**src/ilc_pkg.sv**
```systemverilog
// Package for the four-level interrupt controller: addresses, fields, types
package ilc_pkg;
    localparam int ILC_NSRC = 6;
    // Register addresses in the core's register space
    localparam logic [7:0] ILC_ADDR_ENABLE = 8'hA8;
    localparam logic [7:0] ILC_ADDR_PRIO_LOW = 8'hB8;
    localparam logic [7:0] ILC_ADDR_PRIO_HIGH = 8'hB7;
    localparam logic [7:0] ILC_ADDR_STATUS = 8'hF0;
    localparam logic [7:0] ILC_ADDR_MASK = 8'hF1;
    // Reset values
    localparam logic [7:0] ILC_RST_ENABLE = 8'h00;
    localparam logic [7:0] ILC_RST_PRIO = 8'h00;
    localparam logic [7:0] ILC_RST_MASK = 8'h00;
    // Field positions in the enable register
    localparam int ILC_BIT_GLOBAL = 7;
    localparam int ILC_BIT_RSVD = 6;
    localparam logic [7:0] ILC_ENABLE_WMASK = 8'hBF;
    localparam logic [5:0] ILC_PRIO_WMASK = 6'h3F;
    // Status event bits
    localparam int ILC_EV_GRANT = 0;
    localparam int ILC_EV_PREEMPT = 1;
    localparam int ILC_EV_RETURN = 2;
    // Vector addresses, source order 0..5
    localparam logic [7:0] ILC_VEC_BASE = 8'h03;
    localparam logic [7:0] ILC_VEC_STEP = 8'h08;
    // Source request flags as they arrive
    typedef struct packed {
        logic timer_two_external_flag;
        logic timer_two_overflow;
        logic tx_complete_flag;
        logic rx_complete_flag;
        logic timer_one_overflow;
        logic ext_one_request;
        logic timer_zero_overflow;
        logic ext_zero_request;
    } ilc_flags_s;
    // Hardware clear strobes back to the flag owners
    typedef struct packed {
        logic ext_zero_clr;
        logic timer_zero_clr;
        logic ext_one_clr;
        logic timer_one_clr;
    } ilc_clr_s;
    typedef enum logic [1:0] {ILC_IDLE, ILC_VECTORING} ilc_state_e;
endpackage : ilc_pkg

```
**src/ilc_ctrl.sv**
```systemverilog
// Four-level nested interrupt controller with six sources
//
// Behaviour
// Six sources, external 0, timer 0, external 1, timer 1, serial, timer 2, each at one of four levels.
// A source's level is its high-priority bit over its low-priority bit, 11 being the highest.
// The high-priority register sits at B7H beside the enable and low-priority registers.
// A pending enabled request is granted when no equal or higher level is in service.
// A request is held pending while an equal or higher level handler runs.
// A higher level request preempts, and nesting is tracked so the preempted handler resumes.
// Same-level simultaneous requests are granted in fixed order, external 0 first, timer 2 last.
// A grant supplies vector 03H, 0BH, 13H, 1BH, 23H or 2BH by source.
// Vectoring clears edge-mode external flags and timer 0 and 1 overflow flags only.
// Serial requests on either completion flag, timer 2 on either of its flags, software clears them.
// Each enable bit 0 to 5 gates its own source, 1 enabling.
// Enable bit 6 is reserved, unimplemented and reads zero.
// Enable bit 7 gates every grant globally.
//
// Design decision made here: the strobed register port.
`timescale 1ns/1ns
module ilc_ctrl
    import ilc_pkg::*;
(
    // Clock and reset
    input wire logic clk,
    input wire logic rst_n,
    // Source flags and trigger modes
    input wire ilc_flags_s flags,
    input wire logic ext_zero_edge_mode,
    input wire logic ext_one_edge_mode,
    // Core handshake
    input wire logic vector_ack,
    input wire logic return_pulse,
    output logic vector_req,
    output logic [7:0] vector_addr,
    output ilc_clr_s flag_clr,
    output logic [1:0] active_level,
    output logic level_valid,
    // Register port
    input wire logic [7:0] reg_addr,
    input wire logic [7:0] reg_wdata,
    input wire logic reg_wr,
    input wire logic reg_rd,
    output logic [7:0] reg_rdata,
    // Interrupt out
    output logic irq
);
    logic [7:0] source_enable_reg;
    logic [5:0] priority_low_reg;
    logic [5:0] priority_high_reg;
    logic [2:0] status;
    logic [2:0] mask;
    logic [3:0] in_service;
    ilc_state_e state;
    logic [5:0] req;
    logic [5:0] elig;
    logic [2:0] win_src;
    logic win_found;
    logic [1:0] win_lvl;
    logic [2:0] cur_src;
    logic [2:0] next_status;
    logic [3:0] next_in_service;
    logic [2:0] svc_top;
    logic [2:0] next_top;

    // Highest level set in an in-service vector
    function automatic logic [2:0] top_level(input logic [3:0] v);
        logic [2:0] r;
        r = 3'h4;
        for (int i = 0; i < 4; i++) begin
            if (v[i]) begin
                r = 3'(i);
            end
        end
        return r;
    endfunction : top_level

    // level of one source from its two priority bits
    function automatic logic [1:0] src_level(input logic [2:0] s, input logic [5:0] hi,
                                             input logic [5:0] lo);
        return {hi[s], lo[s]};
    endfunction : src_level

    // six sources in polling order
    // combined serial and timer 2 requests
    assign req = {flags.timer_two_external_flag | flags.timer_two_overflow,
                  flags.tx_complete_flag | flags.rx_complete_flag,
                  flags.timer_one_overflow, flags.ext_one_request,
                  flags.timer_zero_overflow, flags.ext_zero_request};

    // Highest level in service now and after this edge
    assign svc_top = top_level(in_service);
    assign next_top = top_level(next_in_service);

    // per-source gating, R13 global gate, R04 R05 level above service
    generate
        for (genvar g = 0; g < ILC_NSRC; g++) begin : g_elig
            logic [2:0] top;
            assign top = top_level(in_service);
            assign elig[g] = req[g] & source_enable_reg[g] & source_enable_reg[ILC_BIT_GLOBAL]
                             & ((top == 3'h4) | ({1'b0, src_level(3'(g), priority_high_reg,
                                 priority_low_reg)} > top));
        end
    endgenerate

    // highest level wins, lowest index breaks ties
    always_comb begin
        win_found = 1'b0;
        win_src = 3'h0;
        win_lvl = 2'h0;
        for (int lv = 0; lv < 4; lv++) begin
            for (int s = ILC_NSRC - 1; s >= 0; s--) begin
                if (elig[s] && src_level(3'(s), priority_high_reg, priority_low_reg) == 2'(lv)) begin
                    win_found = 1'b1;
                    win_src = 3'(s);
                    win_lvl = 2'(lv);
                end
            end
        end
    end

    // Grant state: offer vector, wait for core acknowledge
    always_ff @(posedge clk) begin
        if (!rst_n) begin
            state <= ILC_IDLE;
            vector_req <= 1'b0;
            vector_addr <= 8'h00;
            cur_src <= 3'h0;
        end else begin
            case (state)
                ILC_IDLE: begin
                    if (win_found) begin
                        state <= ILC_VECTORING;
                        vector_req <= 1'b1;
                        cur_src <= win_src;
                        // vector from source index
                        vector_addr <= ILC_VEC_BASE + 8'({win_src, 3'h0});
                    end
                end
                default: begin
                    if (vector_ack) begin
                        state <= ILC_IDLE;
                        vector_req <= 1'b0;
                    end
                end
            endcase
        end
    end

    // nesting stack as one bit per level
    always_comb begin
        logic [2:0] t;
        t = top_level(in_service);
        next_in_service = in_service;
        if (return_pulse && t != 3'h4) begin
            next_in_service[t[1:0]] = 1'b0;
        end
        if (state == ILC_VECTORING && vector_ack) begin
            next_in_service[src_level(cur_src, priority_high_reg, priority_low_reg)] = 1'b1;
        end
    end

    // In-service tracking
    always_ff @(posedge clk) begin
        if (!rst_n) begin
            in_service <= 4'h0;
            active_level <= 2'h0;
            level_valid <= 1'b0;
        end else begin
            in_service <= next_in_service;
            active_level <= (next_top == 3'h4) ? 2'h0 : next_top[1:0];
            level_valid <= |next_in_service;
        end
    end

    // hardware clear strobes on acknowledge
    always_ff @(posedge clk) begin
        if (!rst_n) begin
            flag_clr <= '0;
        end else begin
            flag_clr <= '0;
            if (state == ILC_VECTORING && vector_ack) begin
                flag_clr.ext_zero_clr <= (cur_src == 3'h0) & ext_zero_edge_mode;
                flag_clr.timer_zero_clr <= cur_src == 3'h1;
                flag_clr.ext_one_clr <= (cur_src == 3'h2) & ext_one_edge_mode;
                flag_clr.timer_one_clr <= cur_src == 3'h3;
            end
        end
    end

    // R03 register writes; R12 bit 6 never stored
    always_ff @(posedge clk) begin
        if (!rst_n) begin
            source_enable_reg <= ILC_RST_ENABLE;
            priority_low_reg <= ILC_PRIO_WMASK & 6'(ILC_RST_PRIO);
            priority_high_reg <= ILC_PRIO_WMASK & 6'(ILC_RST_PRIO);
            mask <= 3'(ILC_RST_MASK);
        end else if (reg_wr) begin
            if (reg_addr == ILC_ADDR_ENABLE) begin
                source_enable_reg <= reg_wdata & ILC_ENABLE_WMASK;
            end else if (reg_addr == ILC_ADDR_PRIO_LOW) begin
                priority_low_reg <= reg_wdata[5:0];
            end else if (reg_addr == ILC_ADDR_PRIO_HIGH) begin
                priority_high_reg <= reg_wdata[5:0];
            end else if (reg_addr == ILC_ADDR_MASK) begin
                mask <= reg_wdata[2:0];
            end
        end
    end

    // Sticky events, set wins over read-clear
    always_comb begin
        next_status = status;
        if (reg_rd && reg_addr == ILC_ADDR_STATUS) begin
            next_status = 3'h0;
        end
        if (state == ILC_VECTORING && vector_ack) begin
            next_status[ILC_EV_GRANT] = 1'b1;
            if (|in_service) begin
                next_status[ILC_EV_PREEMPT] = 1'b1;
            end
        end
        if (return_pulse && |in_service) begin
            next_status[ILC_EV_RETURN] = 1'b1;
        end
    end

    // Status, interrupt line and read data
    always_ff @(posedge clk) begin
        if (!rst_n) begin
            status <= 3'h0;
            irq <= 1'b0;
            reg_rdata <= 8'h00;
        end else begin
            status <= next_status;
            irq <= |(next_status & mask);
            reg_rdata <= 8'h00;
            if (reg_rd) begin
                if (reg_addr == ILC_ADDR_ENABLE) begin
                    reg_rdata <= source_enable_reg;
                end else if (reg_addr == ILC_ADDR_PRIO_LOW) begin
                    reg_rdata <= {2'h0, priority_low_reg};
                end else if (reg_addr == ILC_ADDR_PRIO_HIGH) begin
                    reg_rdata <= {2'h0, priority_high_reg};
                end else if (reg_addr == ILC_ADDR_STATUS) begin
                    reg_rdata <= {5'h00, status};
                end else if (reg_addr == ILC_ADDR_MASK) begin
                    reg_rdata <= {5'h00, mask};
                end
            end
        end
    end
endmodule : ilc_ctrl

```
**config.mk**
```make
export PLATFORM = sky130hd
export DESIGN_NAME = ilc_ctrl
export DESIGN_NICKNAME = d
export VERILOG_FILES = /design/src/ilc_pkg.sv /design/src/ilc_ctrl.sv
export SDC_FILE = /design/constraint.sdc
export NUM_CORES = 1
export LEC_CHECK = 0
export BUFFER_PORTS_ARGS = -buffer_cell sky130_fd_sc_hd__clkbuf_2
export CAP_MARGIN = 20
export CORE_MARGIN = 2
export CORE_UTILIZATION = 50
export CTS_BUF_LIST = sky130_fd_sc_hd__clkbuf_8 sky130_fd_sc_hd__clkbuf_16
export DETAILED_ROUTE_END_ITERATION = 10
export PLACE_DENSITY_LB_ADDON = 0.08
export SLEW_MARGIN = 40
export SYNTH_ARGS = -nofsm -noshare
export SYNTH_HDL_FRONTEND = slang
export SYNTH_SLANG_ARGS = --single-unit
export TNS_END_PERCENT = 1
```
**constraint.sdc**
```tcl
create_clock -name clk -period 6.97 [get_ports clk]
set_input_delay 0.697 -clock clk [delete_from_list [all_inputs] [get_ports clk]]
set_output_delay 0.697 -clock clk [all_outputs]
set_load 0.01 [all_outputs]
```
### Word level (Yosys, flattened, before mapping)

Index checks and enable logic that the tools add are counted.

| storage, ports and cells | value |
|---|---|
| flip-flop bits (word level) | 59 |
| word-level logic and storage cells | 232 |
| bits of input ports | 32 |
| output and inout bits | 25 |

| operators by class | value |
|---|---|
| magnitude comparators | 11 |
| mux-type cells | 81 |
| bitwise logic cells | 37 |
| add/subtract/negate cells | 1 |
| reductions and logical operators | 52 |
| equal/unequal tests | 31 |

Operators with widths:

| kind | count |
|---|---|
| $mux 3 | 35 |
| $eq 8x8->1 const B | 5 |
| $mux 1 | 33 |
| $logic_and 1x1->1 | 30 |
| $eq 2x2->1 const B | 12 |
| $and 1x1->1 | 20 |
| $gt 2x3->1 | 6 |
| $eq 2x1->1 const B | 7 |
| $logic_not 2->1 | 7 |
| $mux 6 | 2 |
| $reduce_and 2->1 | 5 |
| $mux 2 | 4 |
| $mux 4 | 2 |
| $mux 8 | 1 |
| $or 1x1->1 | 8 |
| $reduce_or 4->1 | 2 |
| $add 2x6->7 const A | 1 |
| $bmux 1 s3 | 2 |
| $eq 3x2->1 const B | 2 |
| $eq 3x3->1 const B | 2 |
| $lt 2x3->1 const B | 2 |
| $not 1->1 | 5 |
| $reduce_and 5->1 | 1 |
| $reduce_or 5->1 | 1 |
| 16 further kinds | 18 |

### Longest topological paths before layout

| logic depth | value |
|---|---|
| word-level depth | 34 |
| depth in mapped cells | 10 |
| depth with buffers taken out | 10 |

### Worst setup path before layout

No wires, ideal clock.

| timing | value |
|---|---|
| kind | reg-to-reg |
| start | reg in_service[2] |
| end | reg cur_src[2] |
| setup time | 88 ps |
| path buffers | 0 |
| required time | 6882 ps |
| cell stages (with the launch flop) | 11 |
| path slack | 4578 ps |
| data arrival time | 2303 ps |
| clock period less this slack | 2392 ps |
| path through | dfxtp_1 inv_1 a21o_1 ha_1 nand2_1 o21ai_0 a2111oi_4 nor2b_4 or3b_1 o211a_1 o32ai_2 |

| on the way | value |
|---|---|
| word-level cells in the longest chain between the ends | 31 |
| elaborated cells on any way between the ends | 94 |
| classes of those cells | 6 x order compare; 1 x eq/ne; 50 x mux; 12 x bitwise; 25 x reduce/logical |

Ends and longest elaborated chain:

| item | line | RTL |
|---|---|---|
| start: declaration | ilc_ctrl.sv:52 | `logic [3:0] in_service;` |
| start signal: assignment | ilc_ctrl.sv:169 | `in_service <= next_in_service;` |
| $mux 3 * (2 in series) | ilc_ctrl.sv:70 | `if (v[i]) begin` |
| $gt 2x3->1 or $eq 3x3->1 (tied branches) | ilc_ctrl.sv:101, ilc_ctrl.sv:100 |  |
| $or 1x1->1 | ilc_ctrl.sv:100 | `& ((top == 3'h4) \| ({1'b0, src_level(3'(g), priority_high_reg,` |
| $and 1x1->1 | ilc_ctrl.sv:100 |  |
| $logic_and 1x1->1 | ilc_ctrl.sv:112 | `if (elig[s] && src_level(3'(s), priority_high_reg, priority_low_reg) == 2'(lv)) begin` |
| $mux 1 (24 in series) | ilc_ctrl.sv:112 |  |
| $reduce_and 2->1 (no line) | - |  |
| end signal: assignment | ilc_ctrl.sv:134 | `cur_src <= win_src;` |
| end: declaration | ilc_ctrl.sv:59 | `logic [2:0] cur_src;` |

Every way passes the cells marked *; elsewhere a longest branch is shown, timed or not.
A chain may end at the register's enable or synchronous reset.

### Final worst setup path

Same ends and word-level chain as after synthesis.

==> out/results.ini <==
[outcome]
run_status=finished, final reports clean

[route]
dr_wl_met2_um=3740
via_count=2874
wl_met1_um=3700
drc=0
dr.pass1.iters=4
via_per_inst=5.88
avgRoutedWirePerCell_um=16.2
detail_route.iter0.violations=173
top_routing_layer_in_use=met4
dr_wl_met3_um=364
wl_um=7900
antenna_left=0

[clock_network]
tritoncts_clock_tree=built
clock_path_buffers=2
ctsHtreeMaxLevel=2
numCtsBuffers=5
cts.sinks=49
post_cts_clock_slew_at_the_launch_and_capture_registers_of_the_worst_setup_and_hold_paths_ns=0.09
worst_skew_pair.late_latency_ns=0.31
cts_hold_buf=0
postCtsResizedCells=0
cts_setup_buffers=0
cts_root_buf=clkbuf_8

[synth]
postSynthCellCount=369
synth_sequential_area_ratio_pct=31.4
syn_area_sq_um=3130
yosys_warnings=0
async_flop_share_pct=0
ys_types=72
post_synthesis_mean_instance_area_sq_um=8.47
number_of_synthesized_register_bits=49
synthFlopType=dfxtp_1
number_of_flops_mapped_to_enable_cells_by_yosys=0

[hold_path]
worst_hold_path.endpoint=irq$_SDFF_PN0_
hold_path_class=reg2reg
min-delay-start=mask[0]$_SDFFE_PN0P_
hold-path-cell-count=2

[floorplanning]
num_rows=28
die_y_um=83.1
initial_core_util_pct=52.2
io_pins=57
dieArea_sq_um=6900
core_area_sq_um=5990
fp.dieW_um=83.1

[worst_setup_path]
crit_path_max_incr_delay_ns=0.69
critical_path_peak_fanout=6
slowest_library_cell_on_the_worst_path=a2111oi_2
cp_cell_sequence=inv_1 > a21o_1 > ha_1 > nand2_1 > o21ai_0 > a2111oi_2 > o41ai_1 > a22oi_1 > o211a_1 > o32ai_2
regToRegStartpoint=in_service[2]$_SDFF_PN0_
reg2reg_capture_point=cur_src[2]$_SDFFE_PN0P_
worst_ep_required_time_ns=7.15
worst_path_dominant_cell_family=compound AO/OA/AOI/OAI gates
endpoint_class_of_the_critical_path=register
wp_buf_inv=1
reg2reg_slack_ns=4.17
worstSetupPathType=reg2reg
crit_arrival_ns=2.98
cp-start-kind=register
ff2ff_path_depth=10

[layout]
most_frequent_standard_cell_in_the_layout_excluding_fill_and_tap_cells=clkbuf_2
fin_nets=457
area_growth_syn_to_layout_pct=12.0
most-common-layout-cells=clkbuf_2, nor2_1, dfxtp_1
n_antenna_cell=0
share_of_final_layout_standard_cells_stronger_than_drive_strength_1_pct=22.0
nFillCells=566

[sta]
clock-skew-final_ns=0.0104
grt_setup_unrepaired=no
finalSetupViolations=0
tightest_slew_ns=0.675
hold-worst-slack_ns=0.480
timing.slew.headroom_pct=54.8
report.final.hold_viol_count=0
drv_slew=0
fin_tns_setup_ns=0
fmaxAchievable_ghz=0.357
min_period_over_period_pct=40.1
timing.final.crit_period_ns=2.80

[global_routing]
antenna_found_initial=0
grt_start_max_net_pins=33
gr-usage-all-layers_pct=23.1
grt.overflow.total=0
vias_in_the_first_global_route=2642
first_pass_grt_wire_length_um=13000

[placement]
dp_hpwl_um=6230
rd_place_congestion=0.857
placement.io_buffers=51

[pwr]
power_uw=511
vdd_ir_drop_max_mv=0.118
total_leakage_power_uw=0.00140
power_density_nw_per_um2=146

[run]
drv.max_cap_violation_count=0

routing by layer:
metal  track usage, %  vias up
li1                 -     1439
met2             38.0       76
met5                0        -
met4             5.96        0
met3             4.08       10
met1             31.3     1349
synthesized netlist by cell type, types with 3 or more instances:
library cell	count	area, sq um
buf_4	5	37.5
buf_2	3	15.0
mux2i_1	21	210
nor3_1	3	15.0
dfxtp_1	49	981
o211ai_1	6	45.0
o21a_1	7	52.6
nor4_1	3	18.8
nor2b_1	7	43.8
and3_1	4	25.0
a21oi_1	29	145
nand4_1	3	18.8
o22ai_1	3	18.8
a2111oi_2	3	45.0
clkbuf_1	7	26.3
nand3_1	12	60.1
a211oi_1	8	60.1
a22oi_1	3	22.5
nand2_1	32	120
ha_1	12	150
o2111ai_1	3	26.3
inv_1	15	56.3
o21ai_0	12	60.1
and2_1	3	18.8
a21o_1	3	22.5
nor2_1	49	184
a31oi_1	3	18.8
worst min-delay path, delay by kind of cell, from the launching register on:
family | cells | cell delay [ns]
flip-flops | 1 | 0.34
AND/OR/NAND/NOR | 2 | 0.10
power by group:
group | leakage (uW) | switching (uW) | internal (uW) | total, uW
combinational | 0.000944 | 15.0 | 8.61 | 23.6
clock | 0.0000595 | 101 | 106 | 207
sequential | 0.000394 | 0.250 | 280 | 280
total | 0.00140 | 116 | 395 | 511
per-stage QoR:
step / util, % / cells / setup WS, ns / instance area [sq um]
after floorplan: - / 372 / 4.58 / 3140
after global placement: 56.6 / 481 / 4.22 / 3390
after detailed placement: 56.6 / 481 / 4.20 / 3390
after CTS: 58.4 / 489 / 4.18 / 3500
after global routing: 58.4 / 489 / 3.95 / 3500
final: 58.4 / 489 / 4.17 / 3500
kinds of logic (layout without fill, tap and decap cells):
group                    count (synthesis)  count (layout)  synth area share (%)
multiplexers                            23              23                  8.16
buffers and inverters                   35              77                  5.40
other                                    1               4                 0.120
XOR/XNOR                                 2               2                 0.560
AO/OA/AOI/OAI                          111             111                  27.5
flip-flops                              49              49                  31.4
AND/OR/NAND/NOR                        136             136                  22.1
adder cells (fa/ha/maj)                 12              12                  4.80
worst max path at each step:
stage                             startpoint                 endpoint  cells after the start
floorplan           in_service[2]$_SDFF_PN0_  cur_src[2]$_SDFFE_PN0P_                     10
global placement    in_service[2]$_SDFF_PN0_  cur_src[2]$_SDFFE_PN0P_                     10
detailed placement  in_service[2]$_SDFF_PN0_  cur_src[2]$_SDFFE_PN0P_                     10
CTS                 in_service[2]$_SDFF_PN0_  cur_src[2]$_SDFFE_PN0P_                     10
global route        in_service[2]$_SDFF_PN0_  cur_src[2]$_SDFFE_PN0P_                     10
finish              in_service[2]$_SDFF_PN0_  cur_src[2]$_SDFFE_PN0P_                     10
layout make-up:
| cell class | instances | area (sq um) | area share (%) |
|---|---|---|---|
| multi-input cells | 288 | 1990 | 56.8 |
| inverters | 17 | 63.8 | 1.82 |
| flip-flops and latches | 49 | 981 | 28.0 |
| repair buffers | 52 | 263 | 7.51 |
| clock inverters | 3 | 42.5 | 1.22 |
| clock buffers | 5 | 68.8 | 1.97 |
| well taps | 75 | 93.8 | 2.68 |
No activity file was read; power rests on OpenSTA's default activity.
